--- src/rtl/cal_pkg.sv ---
// Constants for the capability word and linked-load address registers.
// Assumes a coprocessor-0 style move port in the core clock domain.
package cal_pkg;
  // Register numbers and selects on the coprocessor move port
  localparam logic [4:0] CAP_REG_NUM    = 5'h10;
  localparam logic [2:0] CAP_REG_SEL    = 3'h1;
  localparam logic [4:0] LLA_REG_NUM    = 5'h11;
  localparam logic [2:0] LLA_REG_SEL    = 3'h0;
  // Capability word field positions (low bit of each)
  localparam int CAP_MORE_BIT   = 31;
  localparam int CAP_TLB_LO     = 25;
  localparam int CAP_IS_LO      = 22;
  localparam int CAP_IL_LO      = 19;
  localparam int CAP_IA_LO      = 16;
  localparam int CAP_DS_LO      = 13;
  localparam int CAP_DL_LO      = 10;
  localparam int CAP_DA_LO      = 7;
  localparam int CAP_PERF_BIT   = 4;
  localparam int CAP_WATCH_BIT  = 3;
  localparam int CAP_COMP_BIT   = 2;
  localparam int CAP_DEBUG_BIT  = 1;
  localparam int CAP_FLOAT_BIT  = 0;
  // Fixed values of the capability word
  localparam logic [5:0] TLB_ENTRIES_M1 = 6'h0F;
  localparam logic [5:0] FIXED_MAP_M1   = 6'h00;
  localparam logic [2:0] LINE_NONE      = 3'h0;
  localparam logic [2:0] LINE_16B       = 3'h3;
  localparam logic [2:0] SETS_MAX_CODE  = 3'h2;
  localparam logic [2:0] ASSOC_MAX_CODE = 3'h3;
  localparam logic       MORE_WORDS     = 1'h0;
  localparam logic       PERF_PRESENT   = 1'h0;
  localparam logic       WATCH_PRESENT  = 1'h1;
  localparam logic       COMP_PRESENT   = 1'h0;
  localparam logic       DEBUG_PRESENT  = 1'h1;
  localparam logic       FLOAT_PRESENT  = 1'h0;
  // Linked-load address layout
  localparam int LLA_ADDR_W   = 28;
  localparam int LLA_PADDR_LO = 4;
  localparam logic [3:0] LLA_TOP_ZERO = 4'h0;
endpackage

--- src/rtl/cal_lla_if.sv ---
// Interface carrying linked-load capture between core and its store.
// Assumes both ends run on sys_clk.
`timescale 1ns/100ps
`default_nettype none
interface cal_lla_if;
  logic        load_linked_access; // Capture strobe
  logic [27:0] paddr_hi;           // Physical address bits 31:4
  logic [27:0] held;               // Stored address field
  modport core (output load_linked_access, output paddr_hi, input held);
  modport store (input load_linked_access, input paddr_hi, output held);
endinterface
`default_nettype wire

--- src/rtl/cal_lla_store.sv ---
// Holder for the address of the most recent load-linked access.
// Assumes capture strobe and address come from sys_clk logic.
`timescale 1ns/100ps
`default_nettype none
module cal_lla_store (
  input  wire logic sys_clk, // Core clock
  cal_lla_if.store  lla      // Capture carrier
);
  logic [27:0] addr;
  logic [27:0] next_addr;

  // Load the new address on each load-linked access
  always_comb begin
    next_addr = addr;
    if (lla.load_linked_access) begin
      next_addr = lla.paddr_hi;
    end
  end

  // No reset: the field is undefined until the first capture
  always_ff @(posedge sys_clk) begin
    addr <= next_addr;
  end

  assign lla.held = addr;

  a_lla_capture: assert property (@(posedge sys_clk)
    lla.load_linked_access |=> addr == $past(lla.paddr_hi))
    else $error("linked address not captured");
endmodule // cal_lla_store
`default_nettype wire

--- src/rtl/cal_cap_regs.sv ---
// Capability word one and linked-load address register bank.
// Assumes the core issues coprocessor register moves on sys_clk and
// reports each load-linked access with its physical address.
// Functional notes
// - Capability top bit reads zero: no further capability word.
// - Bits 30:25 give TLB entries minus one: 15 TLB, 0 fixed map.
// - Bits 24:22 encode icache sets 64/128/256 as 0..2.
// - Bits 21:19 read 0 without icache, 3 for 16-byte lines.
// - Bits 18:16 encode icache ways 1..4 as 0..3.
// - Bits 15:13 encode dcache sets 64/128/256 as 0..2.
// - Bits 12:10 read 0 without dcache, 3 for 16-byte lines.
// - Bits 9:7 encode dcache ways 1..4 as 0..3.
// - Bits 6:5 read zero; software writes zeros.
// - Bit 4 reads zero: no performance counters.
// - Bit 3 reads one: one watch register pair.
// - Bit 2 reads zero: no code compression.
// - Bit 1 reads one: debug unit present.
// - Bit 0 reads zero: no floating-point unit.
// - Geometry fields describe the real caches; zero line means absent.
// - Linked address captures PAddr 31:4 of last load-linked access.
// - Linked address is diagnostic only, no effect on operation.
// - Linked address read-only, bits 31:28 zero, field undefined at reset.
`timescale 1ns/100ps
`default_nettype none
module cal_cap_regs #(
  parameter bit          HAS_TLB     = 1'b1, // TLB build versus fixed mapping
  parameter int unsigned ICACHE_SETS = 256,  // Icache sets per way
  parameter int unsigned ICACHE_WAYS = 4,    // Icache ways, 0 = no icache
  parameter int unsigned DCACHE_SETS = 256,  // Dcache sets per way
  parameter int unsigned DCACHE_WAYS = 4     // Dcache ways, 0 = no dcache
) (
  input  wire logic        sys_clk,            // Core clock, 200 MHz
  input  wire logic        rst_n,              // Asynchronous reset, active low
  input  wire logic        cp_rd_en,           // Register move-from request
  input  wire logic        cp_wr_en,           // Register move-to request
  input  wire logic [4:0]  cp_reg_num,         // Register number
  input  wire logic [2:0]  cp_reg_sel,         // Register select
  input  wire logic [31:0] cp_wr_data,         // Move-to data (ignored)
  output var  logic [31:0] cp_rd_data,         // Move-from data, registered
  output var  logic        cp_rd_hit,          // Read matched a register here
  input  wire logic        load_linked_access, // Load-linked access strobe
  input  wire logic [31:0] ll_paddr            // Physical address of the access
);

  // Reject geometry the encodings cannot express
  if (!(ICACHE_SETS inside {64, 128, 256})) begin : g_bad_isets
    $error("icache sets per way must be 64, 128 or 256");
  end
  if (!(DCACHE_SETS inside {64, 128, 256})) begin : g_bad_dsets
    $error("dcache sets per way must be 64, 128 or 256");
  end
  if (ICACHE_WAYS > 4) begin : g_bad_iways
    $error("icache associativity must be 0 to 4");
  end
  if (DCACHE_WAYS > 4) begin : g_bad_dways
    $error("dcache associativity must be 0 to 4");
  end

  // Sets-per-way code for a set count
  function automatic logic [2:0] sets_code(input int unsigned sets);
    logic [2:0] c;
    c = 3'h0;
    if (sets == 128) c = 3'h1;
    else if (sets == 256) c = 3'h2;
    return c;
  endfunction

  // Associativity code for a way count
  function automatic logic [2:0] ways_code(input int unsigned ways);
    logic [2:0] c;
    c = 3'h0;
    if (ways > 1) c = 3'(ways - 1);
    return c;
  endfunction

  // Capability word assembled from fixed flags and build geometry
  localparam logic [2:0] IS_CODE = sets_code(ICACHE_SETS);
  localparam logic [2:0] DS_CODE = sets_code(DCACHE_SETS);
  localparam logic [2:0] IA_CODE = ways_code(ICACHE_WAYS);
  localparam logic [2:0] DA_CODE = ways_code(DCACHE_WAYS);
  localparam logic [2:0] IL_CODE = (ICACHE_WAYS == 0) ? cal_pkg::LINE_NONE
                                                      : cal_pkg::LINE_16B;
  localparam logic [2:0] DL_CODE = (DCACHE_WAYS == 0) ? cal_pkg::LINE_NONE
                                                      : cal_pkg::LINE_16B;
  localparam logic [5:0] TLB_CODE = HAS_TLB ? cal_pkg::TLB_ENTRIES_M1
                                            : cal_pkg::FIXED_MAP_M1;
  localparam logic [31:0] CAP_WORD = {
    cal_pkg::MORE_WORDS,
    TLB_CODE,
    IS_CODE, IL_CODE, IA_CODE,
    DS_CODE, DL_CODE, DA_CODE,
    2'h0,
    cal_pkg::PERF_PRESENT,
    cal_pkg::WATCH_PRESENT,
    cal_pkg::COMP_PRESENT,
    cal_pkg::DEBUG_PRESENT,
    cal_pkg::FLOAT_PRESENT
  };

  // Address-decode helper
  function automatic logic reg_match(input logic [4:0] n, input logic [2:0] s,
                                     input logic [4:0] rn, input logic [2:0] rs);
    return (n == rn) && (s == rs);
  endfunction

  cal_lla_if lla ();

  // Capture path feeds the store; elsewhere only the checks read it
  assign lla.load_linked_access = load_linked_access;
  assign lla.paddr_hi = ll_paddr[31:cal_pkg::LLA_PADDR_LO];

  cal_lla_store u_store (
    .sys_clk (sys_clk),
    .lla     (lla)
  );

  logic        sel_cap;
  logic        sel_lla;
  logic [31:0] next_rd_data;
  logic        next_rd_hit;

  assign sel_cap = reg_match(cp_reg_num, cp_reg_sel, cal_pkg::CAP_REG_NUM,
                             cal_pkg::CAP_REG_SEL);
  assign sel_lla = reg_match(cp_reg_num, cp_reg_sel, cal_pkg::LLA_REG_NUM,
                             cal_pkg::LLA_REG_SEL);

  // Read mux; writes are deliberately not decoded
  always_comb begin
    next_rd_data = 32'h0000_0000;
    next_rd_hit  = 1'b0;
    if (cp_rd_en && sel_cap) begin
      next_rd_data = CAP_WORD;
      next_rd_hit  = 1'b1;
    end else if (cp_rd_en && sel_lla) begin
      next_rd_data = {cal_pkg::LLA_TOP_ZERO, lla.held};
      next_rd_hit  = 1'b1;
    end
  end

  // Read data register
  always_ff @(posedge sys_clk or negedge rst_n) begin
    if (!rst_n) begin
      cp_rd_data <= 32'h0000_0000;
      cp_rd_hit  <= 1'b0;
    end else begin
      cp_rd_data <= next_rd_data;
      cp_rd_hit  <= next_rd_hit;
    end
  end

  // Checks only: marks that the held address has been loaded since reset.
  // The store has no reset, so its field stays unknown until a capture,
  // and the hold check must not look at it before then.
  logic seen_capture;
  logic next_seen_capture;

  // Set on the first capture, cleared only by reset
  always_comb begin
    next_seen_capture = seen_capture;
    if (load_linked_access) begin
      next_seen_capture = 1'b1;
    end
  end

  // Capture-seen flag register
  always_ff @(posedge sys_clk or negedge rst_n) begin
    if (!rst_n) begin
      seen_capture <= 1'b0;
    end else begin
      seen_capture <= next_seen_capture;
    end
  end

  // Bytes held by a cache whose fields read back as given; zero if absent
  function automatic int unsigned decoded_bytes(input logic [2:0] sets_f,
                                                input logic [2:0] line_f,
                                                input logic [2:0] ways_f);
    int unsigned bytes;
    bytes = 32'd0;
    if (line_f == cal_pkg::LINE_16B) begin
      bytes = (32'(ways_f) + 32'd1) * 32'd16 * (32'd64 << sets_f);
    end
    return bytes;
  endfunction

  // Real cache sizes of this build; zero ways gives zero bytes
  localparam int unsigned ICACHE_BYTES = ICACHE_WAYS * 32'd16 * ICACHE_SETS;
  localparam int unsigned DCACHE_BYTES = DCACHE_WAYS * 32'd16 * DCACHE_SETS;

  // Capability word, linked address and write checks on each request
  a_cap_word_fixed: assert property (@(posedge sys_clk) disable iff (!rst_n)
    cp_rd_en && sel_cap |=> cp_rd_hit && cp_rd_data == CAP_WORD)
    else $error("capability word read wrong");
  a_cap_flags: assert property (@(posedge sys_clk) disable iff (!rst_n)
    cp_rd_en && sel_cap |=> cp_rd_data[6:0] == 7'h0A)
    else $error("capability flags wrong");
  a_cap_top_zero: assert property (@(posedge sys_clk) disable iff (!rst_n)
    cp_rd_en && sel_cap |=> !cp_rd_data[31])
    else $error("capability top bit set");
  a_cap_line_geom: assert property (@(posedge sys_clk) disable iff (!rst_n)
    cp_rd_en && sel_cap |=> (cp_rd_data[21:19] inside {3'h0, 3'h3})
                         && (cp_rd_data[12:10] inside {3'h0, 3'h3}))
    else $error("line size code reserved");
  a_cap_tlb_size: assert property (@(posedge sys_clk) disable iff (!rst_n)
    cp_rd_en && sel_cap |=> cp_rd_data[30:25] == (HAS_TLB ? 6'h0F : 6'h00))
    else $error("tlb size field wrong");
  a_lla_top_zero: assert property (@(posedge sys_clk) disable iff (!rst_n)
    cp_rd_en && sel_lla |=> cp_rd_hit && cp_rd_data[31:28] == 4'h0)
    else $error("linked address top bits set");
  a_lla_read_back: assert property (@(posedge sys_clk) disable iff (!rst_n)
    load_linked_access ##1 (cp_rd_en && sel_lla && !load_linked_access)
      |=> cp_rd_data[27:0] == $past(lla.paddr_hi, 2))
    else $error("linked address read back wrong");
  a_write_inert: assert property (@(posedge sys_clk) disable iff (!rst_n)
    cp_wr_en && !cp_rd_en |=> !cp_rd_hit && cp_rd_data == 32'h0000_0000)
    else $error("write produced read data");

  // Icache sets code stays in the defined range
  a_icache_sets: assert property (@(posedge sys_clk) disable iff (!rst_n)
    cp_rd_en && sel_cap |=> cp_rd_data[24:22] <= cal_pkg::SETS_MAX_CODE)
    else $error("icache sets code reserved");

  // Icache line code follows presence of the icache
  a_icache_line: assert property (@(posedge sys_clk) disable iff (!rst_n)
    cp_rd_en && sel_cap |=> cp_rd_data[21:19] == ((ICACHE_WAYS == 0) ? 3'h0 : 3'h3))
    else $error("icache line code wrong");

  // Icache ways code stays in the defined range
  a_icache_ways: assert property (@(posedge sys_clk) disable iff (!rst_n)
    cp_rd_en && sel_cap |=> cp_rd_data[18:16] <= cal_pkg::ASSOC_MAX_CODE)
    else $error("icache ways code reserved");

  // Dcache sets code stays in the defined range
  a_dcache_sets: assert property (@(posedge sys_clk) disable iff (!rst_n)
    cp_rd_en && sel_cap |=> cp_rd_data[15:13] <= cal_pkg::SETS_MAX_CODE)
    else $error("dcache sets code reserved");

  // Dcache line code follows presence of the dcache
  a_dcache_line: assert property (@(posedge sys_clk) disable iff (!rst_n)
    cp_rd_en && sel_cap |=> cp_rd_data[12:10] == ((DCACHE_WAYS == 0) ? 3'h0 : 3'h3))
    else $error("dcache line code wrong");

  // Dcache ways code stays in the defined range
  a_dcache_ways: assert property (@(posedge sys_clk) disable iff (!rst_n)
    cp_rd_en && sel_cap |=> cp_rd_data[9:7] <= cal_pkg::ASSOC_MAX_CODE)
    else $error("dcache ways code reserved");

  // Spare bits read as zero
  a_cap_spare_zero: assert property (@(posedge sys_clk) disable iff (!rst_n)
    cp_rd_en && sel_cap |=> cp_rd_data[6:5] == 2'h0)
    else $error("capability spare bits set");

  // No performance counters reported
  a_cap_no_perf: assert property (@(posedge sys_clk) disable iff (!rst_n)
    cp_rd_en && sel_cap |=> !cp_rd_data[4])
    else $error("performance counter flag set");

  // No code compression reported
  a_cap_no_comp: assert property (@(posedge sys_clk) disable iff (!rst_n)
    cp_rd_en && sel_cap |=> !cp_rd_data[2])
    else $error("code compression flag set");

  // Debug unit reported present
  a_cap_debug_on: assert property (@(posedge sys_clk) disable iff (!rst_n)
    cp_rd_en && sel_cap |=> cp_rd_data[1])
    else $error("debug unit flag clear");

  // No floating-point unit reported
  a_cap_no_float: assert property (@(posedge sys_clk) disable iff (!rst_n)
    cp_rd_en && sel_cap |=> !cp_rd_data[0])
    else $error("floating-point flag set");

  // Icache fields multiply out to the real icache size
  a_icache_capacity: assert property (@(posedge sys_clk) disable iff (!rst_n)
    cp_rd_en && sel_cap |=> decoded_bytes(cp_rd_data[24:22], cp_rd_data[21:19],
                                          cp_rd_data[18:16]) == ICACHE_BYTES)
    else $error("icache geometry does not match size");

  // Dcache fields multiply out to the real dcache size
  a_dcache_capacity: assert property (@(posedge sys_clk) disable iff (!rst_n)
    cp_rd_en && sel_cap |=> decoded_bytes(cp_rd_data[15:13], cp_rd_data[12:10],
                                          cp_rd_data[9:7]) == DCACHE_BYTES)
    else $error("dcache geometry does not match size");

  // Idle cycles leave the read port quiet
  a_rd_idle: assert property (@(posedge sys_clk) disable iff (!rst_n)
    !cp_rd_en |=> !cp_rd_hit && cp_rd_data == 32'h0000_0000)
    else $error("read data without a read");

  // Unmapped places answer nothing
  a_rd_unmapped: assert property (@(posedge sys_clk) disable iff (!rst_n)
    cp_rd_en && !sel_cap && !sel_lla |=> !cp_rd_hit && cp_rd_data == 32'h0000_0000)
    else $error("unmapped read answered");

  // Held address only moves on a capture
  a_lla_hold: assert property (@(posedge sys_clk) disable iff (!rst_n)
    seen_capture && !load_linked_access |=> lla.held == $past(lla.held))
    else $error("linked address changed without access");

endmodule // cal_cap_regs
`default_nettype wire

--- config.mk ---
export PLATFORM = sky130hd
export DESIGN_NAME = cal_cap_regs
export DESIGN_NICKNAME = d
export VERILOG_FILES = /design/src/rtl/cal_pkg.sv /design/src/rtl/cal_lla_if.sv /design/src/rtl/cal_lla_store.sv /design/src/rtl/cal_cap_regs.sv
export SDC_FILE = /design/constraint.sdc
export NUM_CORES = 1
export LEC_CHECK = 0
export BUFFER_PORTS_ARGS = -buffer_cell sky130_fd_sc_hd__buf_2
export CAP_MARGIN = 30
export CORE_UTILIZATION = 40
export CTS_BUF_LIST = sky130_fd_sc_hd__clkbuf_8
export CTS_CLUSTER_SIZE = 40
export DETAILED_ROUTE_END_ITERATION = 10
export HOLD_SLACK_MARGIN = 0.06
export MAX_ROUTING_LAYER = met4
export PLACE_DENSITY = 0.71
export REMOVE_ABC_BUFFERS = 1
export SYNTH_ARGS = -nofsm -noshare
export SYNTH_HDL_FRONTEND = slang
export SYNTH_SLANG_ARGS = --single-unit
--- constraint.sdc ---
create_clock -name sys_clk -period 1.6 [get_ports sys_clk]
set_clock_uncertainty 0.05 [all_clocks]
set_input_delay 0.4 -clock sys_clk [delete_from_list [all_inputs] [get_ports sys_clk]]
set_output_delay 0.4 -clock sys_clk [all_outputs]
set_load 0.02 [all_outputs]
==> out/results.txt, run 1 <==
Crit Path Max Fanout -> 30
Worst Reg-to-Reg Cells -> 2
number of inserted diodes -> 0
WL per Instance -> 13.3 um
Crit path arrival time -> 1.52 ns
global-route wire length before repair -> 6250 um
cell row count -> 26
predominant post-synthesis flop cell -> dfrtp_1
setup repair after global routing missed its margin -> false
dominant cell by count in the synthesized netlist -> dfrtp_1
start of the worst register-to-register path -> u_store.lla.held[8]
clock root buffer -> clkbuf_8
worst setup path startpoint -> cp_reg_sel[1]
number of global-route vias before repair -> 1231
minimum setup slack among reg-to-reg paths -> 0.72 ns
placed cell count -> 270
class of the tightest hold or removal check -> input pin to flop
global-route usage over all layers -> 14.7%
worst-case setup margin in the final layout -> 0.237 ns
netlist area before placement -> 2260 um^2
maximum number of pins on one net before global-route repair -> 31
leakage power -> 0.00125 uW
met2 Use GR -> 19.3%
outcome -> complete, no violations
residual DRC count -> 0
startpoint type of the worst setup path -> input pin
post-detail-place hpwl -> 2790 um
CTS Sinks -> 58
average via count per standard cell -> 4.53
portion of synthesized cell area occupied by the leading cell type -> 37.3%
number of max-slew violations in the final report -> 0
final worst path period need -> 1.36 ns
post-CTS setup buffer count -> 0
worst endpoint required time -> 1.75 ns
final hold violation count -> 0
Core ar. -> 5270 um^2
routability congestion estimate -> 0.714
setup slack at placement -> -0.0970 ns
EDFF count, synth -> 28
summed negative setup slack over all endpoints -> 0 ns
sequential area share after synthesis -> 70.5%
most used routing layer -> met1
routing usage on met3 -> 3.10%
post-synthesis sequential element count -> 58
number of antenna violations at the first check in global routing -> 0
Max Buffers Root-to-Sink -> 2
number of different library cells in the post-synthesis netlist -> 16
Worst slew margin -> 58.8%
clock network latency to the later pin of the worst-skew pair -> 0.32 ns
io pins -> 110
transition at the pin with the smallest max-transition slack -> 0.618 ns
total overflow reported by the global router -> 0
count of antenna-violating nets left after detailed routing -> 0
proportion of layout cells with a drive suffix above 1 -> 50.7%
Sequential cell area -> 1590 um^2
via count -> 1301
Clock H-tree levels -> 3
filler instances -> 462
number of buffer cells added on primary ports -> 69
iteration count of the initial detailed-routing pass -> 4
critical path endpoint category -> flop
power density over the cells -> 1050 nW/um^2
post-synthesis average cell area -> 16.3 um^2
Synthesis Warnings -> 0
met1 Track Usage GR -> 20.8%
critical path start-end classification -> input pin to flop
max cap viols -> 0
routed wire length -> 3810 um
cells taking the most area after synthesis -> edfxtp_1, dfrtp_1, nor4_2, a211oi_2, nand3b_1
clock-pin slew on the worst setup and hold paths -> 0.06 ns
die boundary width -> 77.1 um
area delta synth->final -> 27.2%
total of endpoints with negative setup slack in the final report -> 0
most instantiated cells after synthesis -> dfrtp_1, edfxtp_1, nand2b_1, nand3b_1, nor4_2
number of nets in the finished design -> 289
effective utilization at floorplan -> 42.8%
Fmax achieved -> 734 MHz
share of the core filled with cells in the final layout -> 54.4%
post-layout instance count excluding filler cells -> 287
fraction of synthesis flops using an asynchronous set or reset pin -> 51.7%
number of clock buffers inserted by TritonCTS -> 9
drt initial violations -> 55
Worst R2R End -> cp_rd_data[8]
share of the clock period used by the worst path after layout -> 85.2%
Die Ht -> 77.1 um
Die Area -> 5940 um^2
most area-hungry cell type in the Yosys netlist -> edfxtp_1
Critical path destination -> cp_rd_data[10]
clock tree from TritonCTS -> yes
maximum vdd ir drop -> 0.000464 V
post-route total power -> 3020 uW
footprint of the multi-input gates -> 579 um^2
Mapped Cells -> 138
[sequential cells by signal (all words and copies together) (netlist names)]
register          flops
cp_rd_hit             1
u_store.lla.held     28
cp_rd_data           29
[area by class of cell]
cell class | count | share of cell area (%)
clock inverter | 7 | 1.88
tap | 70 | 3.05
timing repair buffer | 77 | 15.1
clock buffer | 9 | 4.32
multi-input combinational | 66 | 20.2
sequential | 58 | 55.5
[critical path, cell delays in order]
cell and delay [ns]:
buf_2 0.09, or4b_4 0.54, buf_12 0.19, a211oi_1 0.28
[through the flow]
step	hold slack [ns]	instance area, um^2
detailed placement	0.399	2680
CTS	0.191	2870
global route	0.183	2870
global placement	0.389	2680
finish	0.205	2870
floorplan	0.0544	2170
[layer usage]
metal  vias up  share of wire [%]
li1        653                  -
met1       590                 49
met2        50                 43
met3         8                5.5
met4         0                2.3
met5         -                  0
[worst min path at each step]
stage                            start              endpoint  slack (ns)  cells after the start
after CTS                 ll_paddr[18]  u_store.lla.held[14]        0.19                      1
after global routing      ll_paddr[18]  u_store.lla.held[14]        0.18                      1
final                     ll_paddr[18]  u_store.lla.held[14]        0.21                      1
after global placement           rst_n        cp_rd_data[17]        0.39                      1
after floorplan                  rst_n         cp_rd_data[0]        0.05                      0
after detailed placement         rst_n        cp_rd_data[17]        0.40                      1
[logic make-up (layout without fill, tap and decap cells)]
kind of cell,Yosys count,in the layout,share of synthesized area [%]
compound gates,16,16,7.32
buf+inv,16,93,4.10
flops,58,58,70.5
other cells,1,3,0.166
simple gates,47,47,17.9
[cell usage in the layout, fill, tap and decap left out, types with 2 or more instances in the layout]
master and count:
buf_2 69, dfrtp_1 30, edfxtp_1 28, nand2b_1 16, nand3b_1 15, nor4_2 13, a211oi_2 9, clkbuf_8 9
a211oi_1 7, buf_4 5, conb_1 3, inv_1 3, clkinv_1 2, buf_12 2
[power by group]
part           total (uW)  internal [uW]  leakage (uW)  switching (uW)
sequential           1650           1630      0.000693            17.4
combinational         194           77.4      0.000450             117
clock                1180            688      0.000102             489
[repair_timing]
action / CTS / global route
gates resized for setup: 0 / 0
hold buffers: 1 / 0
endpoints found under the hold margin: 30 / 0
Power figures use the tool's default switching activity.
==> run 2, diff against run 1 <==
--- a/config.mk
+++ b/config.mk
@@ -14,6 +14,7 @@
 export HOLD_SLACK_MARGIN = 0.06
 export MAX_ROUTING_LAYER = met4
 export PLACE_DENSITY = 0.71
+export RECOVER_POWER = 50
 export REMOVE_ABC_BUFFERS = 1
 export SYNTH_ARGS = -nofsm -noshare
 export SYNTH_HDL_FRONTEND = slang
==> out/results.txt, run 2 (synthesis results as in run 1) <==
outcome -> complete, no violations
filler instances -> 462
Die Area -> 5940 um^2
CTS Sinks -> 58
routed wire length -> 3820 um
met2 Use GR -> 19.3%
total overflow reported by the global router -> 0
iteration count of the initial detailed-routing pass -> 4
clock network latency to the later pin of the worst-skew pair -> 0.32 ns
post-route total power -> 3020 uW
total of endpoints with negative setup slack in the final report -> 0
average via count per standard cell -> 4.54
setup slack at placement -> -0.0970 ns
Worst slew margin -> 54.1%
Fin Hold WS -> 0.205 ns
worst-case setup margin in the final layout -> 0.237 ns
max FFs per register -> 29
Clock H-tree levels -> 3
share of the clock period used by the worst path after layout -> 85.2%
footprint of the multi-input gates -> 579 um^2
placed inst area -> 2680 um^2
most common cell after layout, fill and taps aside -> buf_2
number of max-slew violations in the final report -> 0
cells along the critical path -> buf_2 -> or4b_4 -> buf_12 -> a211oi_1
final hold violation count -> 0
Max Buffers Root-to-Sink -> 2
hold buffer count at cts -> 1
post-detail-place hpwl -> 2790 um
number of clock buffers inserted by TritonCTS -> 9
io pins -> 110
Fmax achieved -> 734 MHz
effective utilization at floorplan -> 42.8%
number of antenna violations at the first check in global routing -> 0
die boundary width -> 77.1 um
max cap viols -> 0
maximum vdd ir drop -> 0.000464 V
critical path's largest stage delay -> 0.54 ns
most used routing layer -> met1
Die Ht -> 77.1 um
clock tree from TritonCTS -> yes
critical path start-end classification -> input pin to flop
count of antenna-violating nets left after detailed routing -> 0
routing usage on met3 -> 3.10%
Crit path arrival time -> 1.52 ns
proportion of layout cells with a drive suffix above 1 -> 50.7%
post-route design area -> 2870 um^2
leakage power -> 0.00124 uW
residual DRC count -> 0
commonest cells after routing, fill and taps aside -> buf_2, dfrtp_1, edfxtp_1
cell row count -> 26
routability congestion estimate -> 0.714
via count -> 1302
setup repair after global routing missed its margin -> false
largest reg by FF count -> cp_rd_data
transition at the pin with the smallest max-transition slack -> 0.689 ns
worst endpoint required time -> 1.75 ns
post-cts sizing count -> 0
WL per Instance -> 13.3 um
global-route wire length before repair -> 6250 um
number of inserted diodes -> 0
critical path endpoint category -> flop
number of buffer cells added on primary ports -> 69
power density over the cells -> 1050 nW/um^2
met1 Track Usage GR -> 20.8%
post-CTS setup buffer count -> 0
Slowest-stage cell, CP -> or4b_4
clock-pin slew on the worst setup and hold paths -> 0.06 ns
global-route usage over all layers -> 14.7%
startpoint type of the worst setup path -> input pin
number of nets in the finished design -> 289
area delta synth->final -> 27.1%
clock root buffer -> clkbuf_8
drt initial violations -> 62
Core ar. -> 5270 um^2
Crit Path Max Fanout -> 30
number of global-route vias before repair -> 1231
Sequential cell area -> 1590 um^2
final worst path period need -> 1.36 ns
maximum number of pins on one net before global-route repair -> 31
class of the tightest hold or removal check -> input pin to flop
-- run 2: cell count changes in the layout (fill, tap and decap cells not counted), sizes merged --
cell	previous run	this run
buf	76	74
clkbuf	9	11
-- run 2: power by group --
group / internal, uW / leakage [uW] / switching [uW] / total (uW)
registers: 1630 / 0.000693 / 17.4 / 1650
clock network: 688 / 0.000102 / 489 / 1180
logic: 76.5 / 0.000450 / 117 / 193
-- run 2: routing by layer --
metal | wire, um | up-vias | part of all wire, %
met3 | 208 | 8 | 5.5
met1 | 1890 | 591 | 49
met5 | 0 | - | 0
met4 | 88 | 0 | 2.3
li1 | - | 653 | -
met2 | 1630 | 50 | 43
-- run 2: area by class of cell --
| type | count | share of cell area (%) |
|---|---|---|
| Clock buffer | 9 | 4.32 |
| Clock inverter | 7 | 1.88 |
| Multi-Input combinational cell | 66 | 20.2 |
| Sequential cell | 58 | 55.5 |
| Tap cell | 70 | 3.06 |
| Timing Repair Buffer | 77 | 15.0 |
-- run 2: critical path: cells and delay by family --
kind | cells | cell delay (ns)
AND/OR/NAND/NOR | 1 | 0.54
buffers and inverters | 2 | 0.28
AO/OA/AOI/OAI | 1 | 0.28
-- run 2: stage by stage --
step / setup TNS, ns / utilization [%] / cells
floorplan: 0 / - / 124
global placement: -0.996 / 50.9 / 270
detailed placement: -1.17 / 50.9 / 270
CTS: 0 / 54.4 / 287
global route: 0 / 54.4 / 287
finish: 0 / 54.4 / 287
-- run 2: final timing paths --
path,from,end,slack (ns),cells after the start
worst min-delay path,ll_paddr[18],u_store.lla.held[14],0.21,1
min in group asynchronous,rst_n,cp_rd_data[17],0.62,2
worst max-delay path,cp_reg_sel[1],cp_rd_data[10],0.24,4
worst max register to register,u_store.lla.held[8],cp_rd_data[8],0.72,2
max in group asynchronous,rst_n,cp_rd_data[11],0.44,2
worst min register to register,u_store.lla.held[18],cp_rd_data[18],0.47,2
==> run 3, diff against run 2 <==
==> constraint.sdc (replaced) <==
create_clock -name sys_clk -period 1.5 [get_ports sys_clk]
set_clock_uncertainty 0.05 [all_clocks]
set_input_delay 0.375 -clock sys_clk [delete_from_list [all_inputs] [get_ports sys_clk]]
set_output_delay 0.375 -clock sys_clk [all_outputs]
set_load 0.02 [all_outputs]
==> out/results.txt, run 3 (synthesis results as in run 1) <==
outcome -> complete, no violations
iteration count of the initial detailed-routing pass -> 4
number of global-route vias before repair -> 1248
clock-pin slew on the worst setup and hold paths -> 0.06 ns
setup repair after global routing missed its margin -> false
placed cell count -> 271
residual DRC count -> 0
Slowest-stage cell, CP -> or4b_4
transition at the pin with the smallest max-transition slack -> 0.687 ns
CTS Sinks -> 58
number of max-slew violations in the final report -> 0
Sequential cell area -> 1590 um^2
largest delay contributor family on the critical path -> simple AND/OR/NAND/NOR gates
number of nets in the finished design -> 290
worst endpoint required time -> 1.66 ns
post-route total power -> 3500 uW
leakage power -> 0.00127 uW
share of the clock period used by the worst path after layout -> 90.8%
die boundary width -> 77.1 um
via count -> 1284
startpoint type of the worst setup path -> input pin
setup slack at placement -> -0.176 ns
Fmax achieved -> 735 MHz
class of the tightest hold or removal check -> input pin to flop
clock root buffer -> clkbuf_8
number of buffer cells added on primary ports -> 69
max cap viols -> 0
cells along the critical path -> buf_2 -> or4b_4 -> buf_12 -> nor4_2
Worst slew margin -> 54.2%
summed negative setup slack over all endpoints -> 0 ns
footprint of the multi-input gates -> 574 um^2
Die Ht -> 77.1 um
max FFs per register -> 29
routability congestion estimate -> 0.695
Crit Path Max Fanout -> 30
critical path's largest stage delay -> 0.54 ns
maximum number of pins on one net before global-route repair -> 31
number of buffers and inverters on the critical path -> 2
power density over the cells -> 1200 nW/um^2
post-cts sizing count -> 0
worst-case setup margin in the final layout -> 0.139 ns
number of antenna violations at the first check in global routing -> 0
drt initial violations -> 101
post-layout instance count excluding filler cells -> 288
area delta synth->final -> 29.5%
maximum vdd ir drop -> 0.000515 V
largest reg by FF count -> cp_rd_data
critical path endpoint category -> flop
Die Area -> 5940 um^2
Clock H-tree levels -> 3
io pins -> 110
final worst path period need -> 1.36 ns
average via count per standard cell -> 4.46
clock network latency to the later pin of the worst-skew pair -> 0.32 ns
filler instances -> 463
global-route usage over all layers -> 14.5%
commonest cells after routing, fill and taps aside -> buf_2, dfrtp_1, edfxtp_1
count of antenna-violating nets left after detailed routing -> 0
proportion of layout cells with a drive suffix above 1 -> 52.8%
number of inserted diodes -> 0
total of endpoints with negative setup slack in the final report -> 0
critical path start-end classification -> input pin to flop
effective utilization at floorplan -> 42.8%
routed wire length -> 3820 um
total overflow reported by the global router -> 0
cell row count -> 26
WL per Instance -> 13.3 um
number of clock buffers inserted by TritonCTS -> 9
Max Buffers Root-to-Sink -> 2
final hold violation count -> 0
global-route wire length before repair -> 6190 um
Crit path arrival time -> 1.52 ns
Core ar. -> 5270 um^2
clock tree from TritonCTS -> yes
most common cell after layout, fill and taps aside -> buf_2
## run 3: changes by cell type in the layout (fill, tap and decap cells not counted)
cell and delta:
inv_1 -3, clkinv_1 -2, a211oi_1 +1, clkbuf_8 +1
buf_12 +1, bufinv_16 +1, clkinv_2 +3, a211oi_2 -1
## run 3: report_power, final
part           internal (uW)  total [uW]  leakage (uW)  switching (uW)
Sequential              1740        1760      0.000693            19.5
Combinational           86.6         210      0.000460             123
Clock                    968        1530      0.000116             563
## run 3: area by class of cell
type	instances	share of cell area [%]
clock buffer	10	4.71
clock inverter	6	2.74
multi-input combinational	66	19.7
sequential	58	54.5
tap	70	3.00
timing repair buffer	78	15.4
## run 3: per-layer routing
| metal | up-vias | part of all wire [%] | track usage (%) |
|---|---|---|---|
| met4 | 0 | 1.8 | 9.06 |
| met2 | 51 | 42 | 19.0 |
| li1 | 655 | - | - |
| met1 | 573 | 50 | 20.2 |
| met3 | 5 | 5.4 | 3.33 |
| met5 | - | 0 | - |
## run 3: worst paths after layout
kind / depth (start not counted) / slack (ns) / to / start
worst max-delay path: 4 / 0.14 / cp_rd_data[2] / cp_reg_sel[1]
worst min-delay path: 1 / 0.18 / u_store.lla.held[7] / ll_paddr[11]
worst max register to register: 2 / 0.59 / cp_rd_data[8] / u_store.lla.held[8]
worst min register to register: 2 / 0.48 / cp_rd_data[5] / u_store.lla.held[5]
max in group asynchronous: 2 / 0.37 / cp_rd_data[15] / rst_n
min in group asynchronous: 2 / 0.59 / cp_rd_data[19] / rst_n
## run 3: through the flow
stage                     hold slack (ns)  utilization (%)  cell area (um^2)
after global routing                0.156             55.4              2920
after floorplan                    0.0294                -              2170
final                               0.175             55.4              2920
after detailed placement            0.373             51.5              2710
after global placement              0.364             51.5              2710
after CTS                           0.157             55.8              2940
## run 3: worst reg2reg max path, cell delays in order, from the launching register on
cell and delay (ns):
edfxtp_1 0.35, nand3b_1 0.09, a211oi_1 0.31
## run 3: repair_timing
| item | CTS | global route |
|---|---|---|
| setup endpoints to repair | 0 | 0 |
| hold endpoints to repair | 30 | 0 |
| buffers inserted | 0 | 0 |
| hold buffers | 1 | 0 |
